## src/hdl/nor_host_pkg.sv

```systemverilog
package nor_host_pkg;

    // user operations
    localparam logic [3:0] OP_READ        = 4'h0;
    localparam logic [3:0] OP_PROGRAM     = 4'h1;
    localparam logic [3:0] OP_ENTER_SEC   = 4'h2;
    localparam logic [3:0] OP_EXIT_SEC    = 4'h3;
    localparam logic [3:0] OP_QUERY       = 4'h4;
    localparam logic [3:0] OP_RESET       = 4'h5;
    localparam logic [3:0] OP_AUTOSEL     = 4'h6;
    localparam logic [3:0] OP_LOCK_SEC    = 4'h7;
    localparam logic [3:0] OP_READ_SERIAL = 4'h8;

    // device mode as tracked by the host
    typedef enum logic [3:0] {
        DEV_ARRAY   = 4'h1,
        DEV_SECURE  = 4'h2,
        DEV_QUERY   = 4'h4,
        DEV_AUTOSEL = 4'h8
    } dev_mode_t;

    localparam int          ADDR_W          = 19;
    localparam int          DATA_W          = 16;
    localparam logic [18:0] QUERY_ADDR_WORD = 19'h00055;
    localparam logic [18:0] QUERY_ADDR_BYTE = 19'h000AA;
    localparam logic [7:0]  QUERY_CMD       = 8'h98;
    localparam logic [7:0]  SEC_GROUP_ADDR  = 8'h1A;
    localparam logic [18:0] QUERY_HI_MASK   = 19'h0007F;
    localparam logic [18:0] SERIAL_BOT_WORD = 19'h00000;
    localparam logic [18:0] SERIAL_TOP_WORD = 19'h7FFF8;
    localparam logic [18:0] SERIAL_BOT_BYTE = 19'h00000;
    localparam logic [18:0] SERIAL_TOP_BYTE = 19'h0FFF0;
    localparam int          SERIAL_BYTES    = 16;
    localparam int          SECURE_BYTES    = 256;
    localparam int          LOCK_IND_POS    = 7;

    // bus cycle timing
    localparam int CLK_NS       = 20;
    localparam int STROBE_NS    = 70;
    localparam int STROBE_CYC   = (STROBE_NS + CLK_NS - 1) / CLK_NS;

endpackage

```

## src/hdl/nor_bus_cycle.sv

```systemverilog
`timescale 1ns/1ns
module nor_bus_cycle
    import nor_host_pkg::*;
(
    input  wire logic              clk,
    input  wire logic              sys_rst,
    input  wire logic              start,
    input  wire logic              is_write,
    input  wire logic [ADDR_W-1:0] addr,
    input  wire logic [DATA_W-1:0] wdata,
    input  wire logic [DATA_W-1:0] dq_in,
    output logic                   done,
    output logic [DATA_W-1:0]      rdata,
    output logic [ADDR_W-1:0]      flash_addr,
    output logic [DATA_W-1:0]      dq_out,
    output logic                   dq_oe,
    output logic                   ce_n,
    output logic                   oe_n,
    output logic                   we_n
);
    typedef enum logic [3:0] {
        C_IDLE   = 4'h1,
        C_SETUP  = 4'h2,
        C_STROBE = 4'h4,
        C_HOLD   = 4'h8
    } cyc_state_t;

    cyc_state_t st_reg;
    logic [3:0] cnt_reg;
    logic       wr_reg;
    wire        strobe_end = (cnt_reg == 4'(STROBE_CYC - 1));

    always_ff @(posedge clk or posedge sys_rst) begin
        if (sys_rst) begin
            st_reg     <= C_IDLE;
            cnt_reg    <= 4'h0;
            wr_reg     <= 1'b0;
            done       <= 1'b0;
            rdata      <= 16'h0000;
            flash_addr <= 19'h00000;
            dq_out     <= 16'h0000;
            dq_oe      <= 1'b0;
            ce_n       <= 1'b1;
            oe_n       <= 1'b1;
            we_n       <= 1'b1;
        end else begin
            done <= 1'b0;
            case (st_reg)
                C_IDLE: if (start) begin
                    flash_addr <= addr;
                    dq_out     <= wdata;
                    wr_reg     <= is_write;
                    dq_oe      <= is_write;
                    ce_n       <= 1'b0;
                    st_reg     <= C_SETUP;
                end
                C_SETUP: begin
                    // address and data settle one cycle before the strobe
                    we_n    <= ~wr_reg;
                    oe_n    <= wr_reg;
                    cnt_reg <= 4'h0;
                    st_reg  <= C_STROBE;
                end
                C_STROBE: begin
                    cnt_reg <= cnt_reg + 4'h1;
                    if (strobe_end) begin
                        if (!wr_reg) begin
                            rdata <= dq_in;
                        end
                        we_n   <= 1'b1;
                        oe_n   <= 1'b1;
                        st_reg <= C_HOLD;
                    end
                end
                C_HOLD: begin
                    // data held through the rising strobe edge
                    ce_n   <= 1'b1;
                    dq_oe  <= 1'b0;
                    done   <= 1'b1;
                    st_reg <= C_IDLE;
                end
                default: st_reg <= C_IDLE;
            endcase
        end
    end
endmodule

```

## src/hdl/nor_mode_host.sv

```systemverilog
`timescale 1ns/1ns
module nor_mode_host
    import nor_host_pkg::*;
#(
    parameter bit         TOP_BOOT    = 1'b0,
    parameter logic [7:0] UNLOCK1     = 8'hAA,
    parameter logic [7:0] UNLOCK2     = 8'h55,
    parameter logic [7:0] PROG_CMD    = 8'hA0,
    parameter logic [7:0] ENTER_CMD   = 8'h88,
    parameter logic [7:0] EXIT_CMD    = 8'h90,
    parameter logic [7:0] AUTOSEL_CMD = 8'h90,
    parameter logic [7:0] RESET_CMD   = 8'hF0,
    parameter logic [7:0] PROT_CMD    = 8'h60,
    parameter logic [7:0] PROT_VERIFY = 8'h40
)(
    input  wire logic              clk,
    input  wire logic              sys_rst,
    input  wire logic              cmd_valid,
    input  wire logic [3:0]        cmd_op,
    input  wire logic [ADDR_W-1:0] cmd_addr,
    input  wire logic [DATA_W-1:0] cmd_wdata,
    input  wire logic              byte_mode,
    input  wire logic [DATA_W-1:0] dq_in,
    output logic                   cmd_ready,
    output logic                   rsp_valid,
    output logic                   rsp_err,
    output logic [DATA_W-1:0]      rsp_data,
    output logic [3:0]             dev_mode,
    output logic                   lock_indicator_bit,
    output logic                   secure_locked,
    output logic                   vid_req,
    output logic [ADDR_W-1:0]      flash_addr,
    output logic [DATA_W-1:0]      dq_out,
    output logic                   dq_oe,
    output logic                   ce_n,
    output logic                   oe_n,
    output logic                   we_n,
    output logic                   byte_n
);
    typedef enum logic [3:0] {
        M_IDLE = 4'h1,
        M_ISSUE = 4'h2,
        M_WAIT = 4'h4,
        M_DONE = 4'h8
    } main_state_t;

    main_state_t        st_reg;
    dev_mode_t          mode_reg;
    logic               from_autosel_reg;
    logic [3:0]         op_reg;
    logic [ADDR_W-1:0]  addr_reg;
    logic [DATA_W-1:0]  wdata_reg;
    logic [3:0]         step_reg;
    logic               start_reg;
    logic               cyc_done;
    logic [DATA_W-1:0]  cyc_rdata;

    // unlock addresses follow the bus width
    wire [ADDR_W-1:0] u_a1 = byte_mode ? 19'h00AAA : 19'h00555;
    wire [ADDR_W-1:0] u_a2 = byte_mode ? 19'h00555 : 19'h002AA;
    wire [ADDR_W-1:0] q_a  = byte_mode ? QUERY_ADDR_BYTE : QUERY_ADDR_WORD;
    wire [ADDR_W-1:0] grp_a = {11'h000, SEC_GROUP_ADDR};
    wire [ADDR_W-1:0] ser_base = TOP_BOOT ? (byte_mode ? SERIAL_TOP_BYTE : SERIAL_TOP_WORD)
                                          : (byte_mode ? SERIAL_BOT_BYTE : SERIAL_BOT_WORD);
    wire [ADDR_W-1:0] ser_off = byte_mode ? {15'h0000, addr_reg[3:0]}
                                          : {16'h0000, addr_reg[2:0]};
    wire [ADDR_W-1:0] ser_a = ser_base + ser_off;
    // query table sits low; high word-mode bits are forced to zero
    wire [ADDR_W-1:0] rd_a = (mode_reg == DEV_QUERY && !byte_mode)
                             ? (addr_reg & QUERY_HI_MASK) : addr_reg;

    // one bus cycle per step: write flag, address, data, last step
    logic              s_wr;
    logic [ADDR_W-1:0] s_addr;
    logic [7:0]        s_data;
    logic              s_last;
    logic              s_vid;

    always_comb begin
        s_wr   = 1'b1;
        s_addr = u_a1;
        s_data = UNLOCK1;
        s_last = 1'b0;
        s_vid  = 1'b0;
        case (op_reg)
            OP_READ: begin
                s_wr   = 1'b0;
                s_addr = rd_a;
                s_last = 1'b1;
            end
            OP_READ_SERIAL: begin
                s_wr   = 1'b0;
                s_addr = ser_a;
                s_last = 1'b1;
            end
            OP_QUERY: begin
                s_addr = q_a;
                s_data = QUERY_CMD;
                s_last = 1'b1;
            end
            OP_RESET: begin
                s_addr = 19'h00000;
                s_data = RESET_CMD;
                s_last = 1'b1;
            end
            OP_PROGRAM, OP_ENTER_SEC, OP_EXIT_SEC, OP_AUTOSEL: begin
                case (step_reg)
                    4'h0: s_data = UNLOCK1;
                    4'h1: begin
                        s_addr = u_a2;
                        s_data = UNLOCK2;
                    end
                    4'h2: begin
                        s_data = (op_reg == OP_PROGRAM)   ? PROG_CMD :
                                 (op_reg == OP_ENTER_SEC) ? ENTER_CMD :
                                 (op_reg == OP_EXIT_SEC)  ? EXIT_CMD : AUTOSEL_CMD;
                        s_last = (op_reg == OP_ENTER_SEC) || (op_reg == OP_AUTOSEL);
                    end
                    default: begin
                        // full program sequence each time, never the bypass form
                        s_addr = (op_reg == OP_PROGRAM) ? addr_reg : 19'h00000;
                        s_data = (op_reg == OP_PROGRAM) ? wdata_reg[7:0] : 8'h00;
                        s_last = 1'b1;
                    end
                endcase
            end
            OP_LOCK_SEC: begin
                case (step_reg)
                    4'h0, 4'h7: s_data = UNLOCK1;
                    4'h1, 4'h8: begin
                        s_addr = u_a2;
                        s_data = UNLOCK2;
                    end
                    4'h2: s_data = ENTER_CMD;
                    4'h3: begin
                        s_addr = grp_a;
                        s_data = PROT_CMD;
                        s_vid  = 1'b1;
                    end
                    4'h4: begin
                        s_addr = grp_a;
                        s_data = PROT_VERIFY;
                        s_vid  = 1'b1;
                    end
                    4'h5: begin
                        s_wr   = 1'b0;
                        s_addr = grp_a;
                        s_vid  = 1'b1;
                    end
                    4'h6: begin
                        // let the high voltage fall before the exit sequence
                        s_wr   = 1'b0;
                        s_addr = grp_a;
                    end
                    4'h9: begin
                        s_data = EXIT_CMD;
                    end
                    default: begin
                        s_addr = 19'h00000;
                        s_data = 8'h00;
                        s_last = 1'b1;
                    end
                endcase
            end
            default: s_last = 1'b1;
        endcase
    end

    // refusals: checked once when the request is taken
    wire prot_block = lock_indicator_bit || secure_locked;
    wire refuse = ((cmd_op == OP_PROGRAM) && (mode_reg == DEV_SECURE) && prot_block)
               || ((cmd_op == OP_LOCK_SEC) && prot_block)
               || ((cmd_op == OP_QUERY) && (mode_reg != DEV_ARRAY)
                                        && (mode_reg != DEV_AUTOSEL))
               || ((cmd_op == OP_READ_SERIAL) && (mode_reg != DEV_SECURE))
               || (cmd_op > OP_READ_SERIAL);

    wire take = cmd_valid && cmd_ready;
    // indicator read from the identifier mode at the indicator location
    wire ind_read = (op_reg == OP_READ) && (mode_reg == DEV_AUTOSEL)
                 && (addr_reg[1:0] == 2'b11);

    always_ff @(posedge clk or posedge sys_rst) begin
        if (sys_rst) begin
            st_reg    <= M_IDLE;
            op_reg    <= OP_READ;
            addr_reg  <= 19'h00000;
            wdata_reg <= 16'h0000;
            step_reg  <= 4'h0;
            start_reg <= 1'b0;
            cmd_ready <= 1'b0;
            rsp_valid <= 1'b0;
            rsp_err   <= 1'b0;
            rsp_data  <= 16'h0000;
            vid_req   <= 1'b0;
        end else begin
            start_reg <= 1'b0;
            rsp_valid <= 1'b0;
            case (st_reg)
                M_IDLE: begin
                    cmd_ready <= 1'b1;
                    if (take) begin
                        cmd_ready <= 1'b0;
                        op_reg    <= cmd_op;
                        addr_reg  <= cmd_addr;
                        wdata_reg <= cmd_wdata;
                        step_reg  <= 4'h0;
                        rsp_err   <= refuse;
                        st_reg    <= refuse ? M_DONE : M_ISSUE;
                    end
                end
                M_ISSUE: begin
                    start_reg <= 1'b1;
                    vid_req   <= s_vid;
                    st_reg    <= M_WAIT;
                end
                M_WAIT: if (cyc_done) begin
                    if (!s_wr) begin
                        rsp_data <= cyc_rdata;
                    end
                    step_reg <= step_reg + 4'h1;
                    st_reg   <= s_last ? M_DONE : M_ISSUE;
                end
                M_DONE: begin
                    rsp_valid <= 1'b1;
                    cmd_ready <= 1'b1;
                    st_reg    <= M_IDLE;
                end
                default: st_reg <= M_IDLE;
            endcase
        end
    end

    // device mode tracking, updated when a sequence completes
    wire fin = (st_reg == M_DONE) && !rsp_err;
    wire ver_ok = (op_reg == OP_LOCK_SEC) && (st_reg == M_WAIT) && cyc_done
               && (step_reg == 4'h5) && cyc_rdata[0];

    always_ff @(posedge clk or posedge sys_rst) begin
        if (sys_rst) begin
            mode_reg           <= DEV_ARRAY;
            from_autosel_reg   <= 1'b0;
            lock_indicator_bit <= 1'b0;
            secure_locked      <= 1'b0;
            dev_mode           <= 4'(DEV_ARRAY);
            byte_n             <= 1'b1;
        end else begin
            byte_n   <= ~byte_mode;
            dev_mode <= 4'(mode_reg);
            if (ver_ok) begin
                secure_locked <= 1'b1;
            end
            if (fin && ind_read) begin
                lock_indicator_bit <= rsp_data[LOCK_IND_POS];
            end
            if (fin) begin
                case (op_reg)
                    OP_ENTER_SEC: mode_reg <= DEV_SECURE;
                    OP_EXIT_SEC, OP_LOCK_SEC: mode_reg <= DEV_ARRAY;
                    OP_AUTOSEL: mode_reg <= DEV_AUTOSEL;
                    OP_QUERY: begin
                        from_autosel_reg <= (mode_reg == DEV_AUTOSEL);
                        mode_reg         <= DEV_QUERY;
                    end
                    OP_RESET: begin
                        mode_reg <= (mode_reg == DEV_QUERY && from_autosel_reg)
                                    ? DEV_AUTOSEL : DEV_ARRAY;
                        from_autosel_reg <= 1'b0;
                    end
                    default: mode_reg <= mode_reg;
                endcase
            end
        end
    end

    nor_bus_cycle u_cycle (
        .clk        (clk),
        .sys_rst    (sys_rst),
        .start      (start_reg),
        .is_write   (s_wr),
        .addr       (s_addr),
        .wdata      ({8'h00, s_data} | (op_reg == OP_PROGRAM && step_reg == 4'h3
                                        ? wdata_reg : 16'h0000)),
        .dq_in      (dq_in),
        .done       (cyc_done),
        .rdata      (cyc_rdata),
        .flash_addr (flash_addr),
        .dq_out     (dq_out),
        .dq_oe      (dq_oe),
        .ce_n       (ce_n),
        .oe_n       (oe_n),
        .we_n       (we_n)
    );
endmodule

```

## config.mk

```make
export PLATFORM = sky130hd
export DESIGN_NAME = nor_mode_host
export DESIGN_NICKNAME = d
export VERILOG_FILES = /design/src/hdl/nor_host_pkg.sv /design/src/hdl/nor_bus_cycle.sv /design/src/hdl/nor_mode_host.sv
export SDC_FILE = /design/constraint.sdc
export NUM_CORES = 1
export LEC_CHECK = 0
export ABC_AREA = 1
export BUFFER_PORTS_ARGS = -buffer_cell sky130_fd_sc_hd__buf_2
export CAP_MARGIN = 5
export CELL_PAD_IN_SITES_DETAIL_PLACEMENT = 2
export CELL_PAD_IN_SITES_GLOBAL_PLACEMENT = 2
export CORE_ASPECT_RATIO = 0.6
export CORE_MARGIN = 2
export CORE_UTILIZATION = 33
export CTS_CLUSTER_SIZE = 16
export DETAILED_ROUTE_END_ITERATION = 8
export PLACE_DENSITY_LB_ADDON = 0.1
export SLEW_MARGIN = 5
export SYNTH_ARGS = -nofsm -noshare
export SYNTH_HDL_FRONTEND = slang
export SYNTH_SLANG_ARGS = --single-unit
```

## constraint.sdc

```tcl
create_clock -name clk -period 4.69 [get_ports clk]
set_input_delay 0.2345 -clock clk [delete_from_list [all_inputs] [get_ports clk]]
set_output_delay 0.2345 -clock clk [all_outputs]
set_load 0.05 [all_outputs]
```

Word-level counts from Yosys, hierarchy flattened:

Index checks and enable logic that the tools add are counted.

* register bits after elaboration: 145
* input bits: 59
* output and inout port bits: 66
* logic and storage cells: 183

* add/sub/neg operators: 2
* $lt $le $gt $ge: 1
* equal/unequal tests: 41
* multiplexer cells: 50
* bitwise logic cells: 4
* reductions and logical operators: 57

Operators with widths (count)
* $pmux W19 S6: 1
* $eq A4 B3 Y1 const B: 13
* $pmux W8 S6: 1
* $mux W4: 10
* $mux W19: 2
* $pmux W19 S2: 1
* $pmux W12 S3: 1
* $eq A4 B2 Y1 const B: 8
* $pmux W8 S4: 1
* $eq A4 B4 Y1 const B: 7
* $pmux W4 S3: 2
* $pmux W8 S3: 1
* $eq A4 B1 Y1 const B: 5
* $pmux W4 S5: 1
* $logic_and A1 B1 Y1: 18
* $pmux W1 S2: 9
* $mux W16: 1
* $mux W8: 2
* $or A8 B16 Y16: 1
* $pmux W4 S2: 2
* $reduce_and A2 Y1: 8
* $reduce_or A4 Y1: 4
* $mux W12: 1
* $reduce_or A2 Y1: 6
* other kinds (21): 49

Logic depth before layout (Yosys ltp):

Gate-level depths: netlist of the first run.

* depth after elaboration: 10
* gate-level depth with buffers: 13
* depth with buffers taken out: 12

Cells and area by module:

From an unflattened synthesis of the first run, not the netlist that was laid out.

* cell total of the unflattened synthesis: 925
* area, all modules: 7209.4 um^2

Modules (own cells, without submodules)
* nor_mode_host: times used 1, cells an instance 633, area each 4540.6 um^2, seq. area each 2006.9 um^2
* nor_bus_cycle: times used 1, cells an instance 292, area each 2668.8 um^2, seq. area each 1631.6 um^2

Least setup slack after synthesis of the first run:

No wires, ideal clock.

* path type: register to register
* from: register step_reg[0]
* to: register rsp_data[0]
* library setup time: 125 ps
* arrival: 1599 ps
* required time: 4565 ps
* path slack: 2965 ps
* cell stages (with the launch flop): 10
* buffers on the path: 1
* cells stage by stage: dfrtp_1 inv_1 ha_1 nor2_2 nor2_4 nand2_2 nand2_4 nand2_8 buf_12 mux2_4

* longest elaborated chain between the ends: 6
* elaborated cells between the ends (all ways): 7
* classes of those cells: 2 x eq/ne; 2 x mux; 1 x bitwise; 2 x reduce/logical

RTL lines
* start, declared: RTL line nor_mode_host.sv:53 `logic [3:0] step_reg;`
* start signal, assigned: RTL line nor_mode_host.sv:221 `step_reg <= step_reg + 4'h1;`
* $eq A4 B3 Y1: RTL line nor_mode_host.sv:128 `case (step_reg)`
* $reduce_or A2 Y1 (no line) *
* $mux W1 *: RTL line nor_mode_host.sv:128
* $pmux W1 S2 *: RTL line nor_mode_host.sv:85 `case (op_reg)`
* $not A1 Y1 (no line) *
* $reduce_and A3 Y1 (no line) *
* end signal, assigned: RTL line nor_mode_host.sv:219 `rsp_data <= cyc_rdata;`
* end, declared: RTL line nor_mode_host.sv:27 `output logic [DATA_W-1:0] rsp_data,`

Every way passes the cells marked *; elsewhere a longest branch is shown, timed or not.
A chain may end at the register's enable or synchronous reset.

Worst setup path after layout of the first run:

* from: register op_reg[0]
* to: register u_cycle.dq_out[6]

* longest elaborated chain between the ends: 5
* elaborated cells between the ends (all ways): 14
* classes of those cells: 7 x eq/ne; 4 x mux; 1 x bitwise; 2 x reduce/logical

RTL lines
* start, declared: RTL line nor_mode_host.sv:50 `logic [3:0] op_reg;`
* start signal, assigned: RTL line nor_mode_host.sv:204 `op_reg <= cmd_op;`
* $eq A4 B1 Y1: RTL line nor_mode_host.sv:85, nor_mode_host.sv:122, nor_mode_host.sv:282
* $mux W8: RTL line nor_mode_host.sv:122 `s_data = (op_reg == OP_PROGRAM) ? wdata_reg[7:0] : 8'h00;`
* $pmux W8 S3: RTL line nor_mode_host.sv:107 `case (step_reg)`
* $pmux W8 S4: RTL line nor_mode_host.sv:85
* $or A8 B16 Y16 *: RTL line nor_mode_host.sv:282 `.wdata ({8'h00, s_data} | (op_reg == OP_PROGRAM && step_reg == 4'h3`
* end signal, assigned: RTL line nor_bus_cycle.sv:51 `dq_out <= wdata;`
* end, declared: RTL line nor_bus_cycle.sv:15 `output logic [DATA_W-1:0] dq_out,`

Marked as above.

==> results of run 1 <==
-- how the worst max path moves through the flow --
stage                                  from           endpoint  slack, ns  cells after the start
after floorplan                     sys_rst        addr_reg[0]       0.57                      1
after global placement    u_cycle.st_reg[3]  u_cycle.dq_out[1]       2.60                      7
after detailed placement          op_reg[0]  u_cycle.dq_out[6]       2.53                      8
after CTS                 u_cycle.st_reg[3]  u_cycle.dq_out[1]       2.46                      7
after global routing              op_reg[0]  u_cycle.dq_out[6]       2.23                      8
final                             op_reg[0]  u_cycle.dq_out[6]       2.48                      8
-- cell type report --
cell class	count	area, um^2	area share [%]
Clock buffer	19	452.9	5.371
Clock inverter	13	103.9	1.231
Inverter	87	332.8	3.947
Multi-Input combinational cell	544	2745	32.55
Sequential cell	145	3638	43.15
Tap cell	273	341.6	4.050
Timing Repair Buffer	145	818.3	9.703
-- power groups by stage --
stage | clock network, mW | registers [mW] | logic (mW)
floorplan | 0 | 2.35 | 0.952
global placement | 0 | 1.89 | 1.94
detailed placement | 0 | 1.92 | 2.01
CTS | 1.33 | 1.90 | 2.04
global route | 1.37 | 1.95 | 2.24
finish | 1.29 | 1.90 | 2.01
-- routing by layer --
| layer | routed length [um] | vias up | track usage [%] |
|---|---|---|---|
| li1 | - | 2841 | - |
| met3 | 893 | 13 | 4.179 |
| met1 | 11480 | 2976 | 31.39 |
| met4 | 200 | 0 | 6.357 |
| met2 | 10340 | 107 | 35.34 |
| met5 | 0 | - | 0 |
-- logic make-up after synthesis --
family                     Yosys count  synth area share, %
AOI/OAI and AO/OA                  109                8.475
and+or+nand+nor                    399                25.22
DFF                                145                53.23
muxes                               31                5.546
buffers and inverters              107                6.608
adders and majority gates            5               0.9152
-- per-stage QoR --
step | hold slack (ns) | total power, mW | setup WS [ns] | cells
2_1_floorplan | 0.3441 | 3.299 | 0.5741 | 796
3_3_place_gp | 0.3068 | 3.825 | 2.600 | 1178
3_5_place_dp | 0.3170 | 3.927 | 2.532 | 1178
4_1_cts | 0.0007091 | 5.268 | 2.464 | 1226
5_1_grt | 0.009570 | 5.556 | 2.234 | 1226
6_report | 0.01501 | 5.196 | 2.476 | 1226
-- worst reg2reg max path, delay by kind of cell (launching register included) --
kind,cells,cell delay (ns)
AO/OA/AOI/OAI,2,0.32
buffers and inverters,3,0.42
flip-flops,1,0.44
AND/OR/NAND/NOR,3,0.98
-- cells in the mapped netlist, drive strengths merged, types with 7 or more instances --
master,n
or2,8
dfstp,8
nand3,49
a21oi,22
o21ai,75
dfrtp,137
nor3,10
nor2,57
inv,82
mux2,31
nand4,10
clkbuf,7
nand2,264
buf,13
==> flow_metrics.env, run 1 <==
export IMPL_vias=5937
export IMPL_holdCritStartpoint="cmd_wdata[6]"
export IMPL_yosysSeqAreaShare_pct=53.23
export IMPL_finish_utilization_pct=41.81
export IMPL_post_synth_cell_types=39
export IMPL_std_cell_rows=40
export IMPL_worst_pin_slew_ns=0.6609
export IMPL_cell_type_contributing_the_most_total_cell_area_after_synthesis="dfrtp_1"
export IMPL_maxSlewHeadroom_pct=55.83
export IMPL_critPathTopFamily="simple AND/OR/NAND/NOR gates"
export IMPL_netlist_area_pre_place_um2=6835
export IMPL_grt_setup_unrepaired="no"
export IMPL_share_seq_of_total_power_pct=36.5
export IMPL_io_buffers=124
export IMPL_critPathBufInv=3
export IMPL_drt_first_iter_violations=252
export IMPL_synth_edff_count=0
export IMPL_critical_path_most_common_cell="inv_1"
export IMPL_drive_gt1_share_pct=24.97
export IMPL_setup_viol=0
export IMPL_wire_length_of_the_first_global_routing_pass_um=37070
export IMPL_postSynthCellCount=796
export IMPL_timing_critical_path_from_type="flip-flop"
export IMPL_avgSynthCellArea_um2=8.587
export IMPL_hold_violations=0
export IMPL_cells_on_worst_reg2reg_path=8
export IMPL_finClkSkew_ns=0.008661
export IMPL_first_global_vias=6565
export IMPL_synth_ff_latch_count=145
export IMPL_hold_path_class="input port to flip-flop"
export IMPL_ctsResizeCount=0
export IMPL_grt_antenna_before_repair=0
export IMPL_tritoncts_num_buffers=17
export IMPL_cts_hold_buffers_added=16
export IMPL_clock_power_share_pct=24.8
export IMPL_worst_r2r_setup_slack_ns=2.48
export IMPL_skew_pair_late_insertion_delay_ns=0.43
export IMPL_crit_fanout=14
export IMPL_synth_top_cell_area_share_pct=50.16
export IMPL_worstReg2RegEnd="u_cycle.dq_out[6]"
export IMPL_chipHeight_um=115.5
export IMPL_cellLeakagePower_nw=4.421
export IMPL_criticalPathCategory="flip-flop to flip-flop"
export IMPL_placement_cell_area_um2=7716
export IMPL_ctsLongestPathBuffers=2
export IMPL_switching_part_of_the_total_power_pct=45.07
export IMPL_global_route_usage_total_pct=22.26
export IMPL_netlist_top_cells_area="dfrtp_1 50%, nand2_1 14%, o21ai_0 5.2%"
export IMPL_yosys_most_used_dff="dfrtp_1"
export IMPL_postCtsSetupBuffers=0
export IMPL_start_util_pct=33.89
export IMPL_globalplace_congestion=0.9108
export IMPL_critical_path_endpoint_type="flip-flop"
export IMPL_drt_first_pass_iters=4
export IMPL_r2r_start="op_reg[0]"
export IMPL_min_period_over_period_pct=47.20
export IMPL_die_outline_area_um2=21920
export IMPL_fillerInstances=2278
export IMPL_route_detailed_drc=0
export IMPL_slowest_stage="nor2_2"
export IMPL_asyncSetResetFlopFracSynth_pct=100.0
export IMPL_die_width_um=189.8
export IMPL_layout_cell_area_non_filler_um2=8433
export IMPL_required_ns=5.06
export IMPL_critical_path_max_stage_delay_ns=0.57
export IMPL_synthToLayoutAreaGrowth_pct=23.38
export IMPL_h_tree_levels=4
export IMPL_wire_per_inst_um=18.69
export IMPL_nNetsFinal=1004
export IMPL_status="completed"
export IMPL_worst_ep_arrival_time_ns=2.58
export IMPL_peakVddDrop_uv=289.9
export IMPL_pin_count_of_the_biggest_net_entering_global_routing=54
export IMPL_antenna_cells=0
export IMPL_hold_path_cell_count=3
export IMPL_final_common_cell="nand2_1"
export IMPL_finalWirelength_um=22920
export IMPL_mostFrequentLayoutCells="254 x nand2_1, 137 x dfrtp_1, 124 x buf_2"
export IMPL_cts_num_sinks=145
export IMPL_grt_overflow=0
export IMPL_fp_coreArea_um2=20170
export IMPL_top_level_ports=125
export IMPL_fin_setup_tns_ns=0
export IMPL_timing_final_crit_period_ns=2.214
export IMPL_crit_path_cell_trace="inv_1 -> nor2_1 -> nand2_2 -> nor2_2 -> inv_1 -> o21ai_0 -> o21ai_0 -> inv_1"
export IMPL_clk_root_buffer_cell="clkbuf_16"
export IMPL_mappedNetlistNets=860
export IMPL_yosys_warnings=0
export IMPL_max_cap_violations=0
export IMPL_antenna_left=0
export IMPL_min_to="wdata_reg[6]"
export IMPL_via_density=4.843
export IMPL_cts_clk_slew_worst_paths_ns=0.07
export IMPL_switching_power_mw=2.342
export IMPL_p_comb_share_pct=38.7
export IMPL_tritoncts_clock_tree="yes"
export IMPL_power_internal_mw=2.854
export IMPL_post_dp_hpwl_um=17140
export IMPL_drv_slew=0
export IMPL_power_density_cell_area_nw_per_um2=616.2
export IMPL_fmax_ghz=0.4517
(Power assumes the default switching activity.)
==> inputs of run 2 (changes only) <==
==> constraint.sdc (replaced) <==
create_clock -name clk -period 2.3 [get_ports clk]
set_input_delay 0.115 -clock clk [delete_from_list [all_inputs] [get_ports clk]]
set_output_delay 0.115 -clock clk [all_outputs]
set_load 0.05 [all_outputs]
==> run 2 against run 1 <==
Effect of this change: power increased by 120%; fmax increased by 4.7%; flip-flop and latch count unchanged; sequential share of layout area decreased by 2.9 points; combinational power increased by 120%; core utilization increased by 3.0 points; clock power increased by 140%; cell area increased by 7.1%; critical path depth unchanged; clock skew increased by 0.0052 ns; register-to-register slack got worse by 2.3 ns; highest routed layer unchanged.
==> flow_metrics.env, run 2 (synthesis results as in run 1) <==
export IMPL_tritoncts_num_buffers=17
export IMPL_grt_antenna_before_repair=1
export IMPL_mostFrequentLayoutCells="254 x nand2_1, 137 x dfrtp_1, 124 x buf_2"
export IMPL_maxSlewHeadroom_pct=53.42
export IMPL_wire_length_of_the_first_global_routing_pass_um=42250
export IMPL_crit_path_cell_trace="nand2_2 -> nor2_4 -> inv_1 -> a21oi_1 -> nor2_1 -> nand2_1 -> o21ai_0 -> inv_1"
export IMPL_route_detailed_drc=0
export IMPL_worst_pin_slew_ns=0.6973
export IMPL_postCtsSetupBuffers=0
export IMPL_drive_gt1_share_pct=25.20
export IMPL_final_common_cell="nand2_1"
export IMPL_wire_per_inst_um=20.74
export IMPL_pin_count_of_the_biggest_net_entering_global_routing=45
export IMPL_h_tree_levels=4
export IMPL_nNetsFinal=1051
export IMPL_total_power_mw=11.33
export IMPL_criticalPathCategory="flip-flop to flip-flop"
export IMPL_critical_path_endpoint_type="flip-flop"
export IMPL_drt_first_iter_violations=292
export IMPL_min_period_over_period_pct=91.94
export IMPL_std_cell_rows=40
export IMPL_storage_element_area_um2=3638
export IMPL_chipHeight_um=115.5
export IMPL_status="completed"
export IMPL_drt_first_pass_iters=4
export IMPL_crit_fanout=12
export IMPL_fmax_ghz=0.4729
export IMPL_multi_input_comb_area_um2=2756
export IMPL_die_width_um=189.8
export IMPL_top_level_ports=125
export IMPL_synthToLayoutAreaGrowth_pct=32.11
export IMPL_required_ns=2.68
export IMPL_finalWirelength_um=26430
export IMPL_fp_coreArea_um2=20170
export IMPL_antenna_left=0
export IMPL_finClkSkew_ns=0.01381
export IMPL_timing_final_crit_period_ns=2.115
export IMPL_layout_cell_area_non_filler_um2=9030
export IMPL_post_dp_hpwl_um=18390
export IMPL_start_util_pct=33.89
export IMPL_skew_pair_late_insertion_delay_ns=0.45
export IMPL_cts_num_sinks=145
export IMPL_first_global_vias=7221
export IMPL_clk_root_buffer_cell="clkbuf_16"
export IMPL_die_outline_area_um2=21920
export IMPL_cellLeakagePower_nw=4.678
export IMPL_placement_cell_area_um2=7853
export IMPL_drv_slew=0
export IMPL_critical_path_most_common_cell="inv_1"
export IMPL_slowest_stage="dfrtp_1"
export IMPL_power_density_cell_area_nw_per_um2=1255
export IMPL_setup_viol=0
export IMPL_peakVddDrop_uv=719.2
export IMPL_grt_setup_unrepaired="yes"
export IMPL_critical_path_max_stage_delay_ns=0.55
export IMPL_ctsLongestPathBuffers=2
export IMPL_io_buffers=124
export IMPL_tritoncts_clock_tree="yes"
export IMPL_timing_critical_path_from_type="flip-flop"
export IMPL_hold_path_class="input port to flip-flop"
export IMPL_vias=6303
export IMPL_grt_overflow=0
export IMPL_worst_ep_arrival_time_ns=2.50
export IMPL_global_route_usage_total_pct=25.81
export IMPL_hold_violations=0
export IMPL_globalplace_congestion=0.8342
export IMPL_max_cap_violations=0
export IMPL_via_density=4.947
export IMPL_place_inst=1188
export IMPL_fillerInstances=2244
export IMPL_layout_cells_excl_fill=1274
export IMPL_cts_clk_slew_worst_paths_ns=0.06
run 2: cell types whose count changed in the layout (fill, tap and decap cells not counted), moves of 2 or more:
cell | before | now
inv_6 | 4 | 2
clkbuf_8 | 2 | 0
buf_12 | 0 | 5
buf_4 | 5 | 10
dlygate4sd3_1 | 16 | 53
bufinv_16 | 0 | 4
run 2: through the flow:
stage                     hold slack [ns]  util (%)  setup TNS (ns)  worst slack [ns]
after floorplan                    0.2246         -               0            0.3725
after global placement             0.2506     38.93               0            0.3308
after detailed placement           0.2699     38.93               0            0.1916
after CTS                        0.007282     44.70               0            0.1692
after global routing             0.003585     44.77        -0.01338          -0.01338
final                             0.03847     44.77               0            0.1853
run 2: worst paths after layout:
check,from,end,slack [ns],cells after the start
setup / recovery,op_reg[1],u_cycle.dq_out[4],0.19,8
hold / removal,cmd_valid,st_reg[0],0.04,4
setup reg to reg,op_reg[1],u_cycle.dq_out[4],0.19,8
hold reg to reg,mode_reg[0],dev_mode[0],0.40,0
max in group asynchronous,sys_rst,u_cycle.oe_n,1.29,4
min in group asynchronous,sys_rst,u_cycle.dq_out[5],0.33,3
run 2: timing repair:
item	CTS	global route
setup endpoints to repair	0	9
gates resized for setup	0	4
endpoints found under the hold margin	72	0
hold buffers	53	0
run 2: where the power goes:
group          switching (mW)  internal, mW
clock network            1.26          1.83
logic                    3.17          1.18
registers               0.575          3.32
total                    5.00          6.33
run 2: per-layer routing:
layer | wire length [um] | GRT usage (%) | up-vias
li1 | - | - | 2932
met1 | 12520 | 35.54 | 3223
met2 | 12440 | 42.61 | 124
met3 | 1178 | 5.209 | 24
met4 | 289 | 5.633 | 0
met5 | 0 | 0 | -
run 2: area by class of cell:
class | instances | share of cell area, %
diodes | 1 | 0.02771
clock buffers | 17 | 4.711
clock inverters | 15 | 2.300
inverters | 87 | 3.672
multi-input cells | 544 | 30.53
flip-flops and latches | 145 | 40.29
well taps | 273 | 3.783
repair buffers | 192 | 14.69
run 2: critical path: cells and delay by family (launching register included):
| family | cells | cell delay (ns) |
|---|---|---|
| buffers and inverters | 2 | 0.29 |
| AO/OA/AOI/OAI | 2 | 0.46 |
| AND/OR/NAND/NOR | 4 | 0.74 |
| flip-flops | 1 | 0.55 |
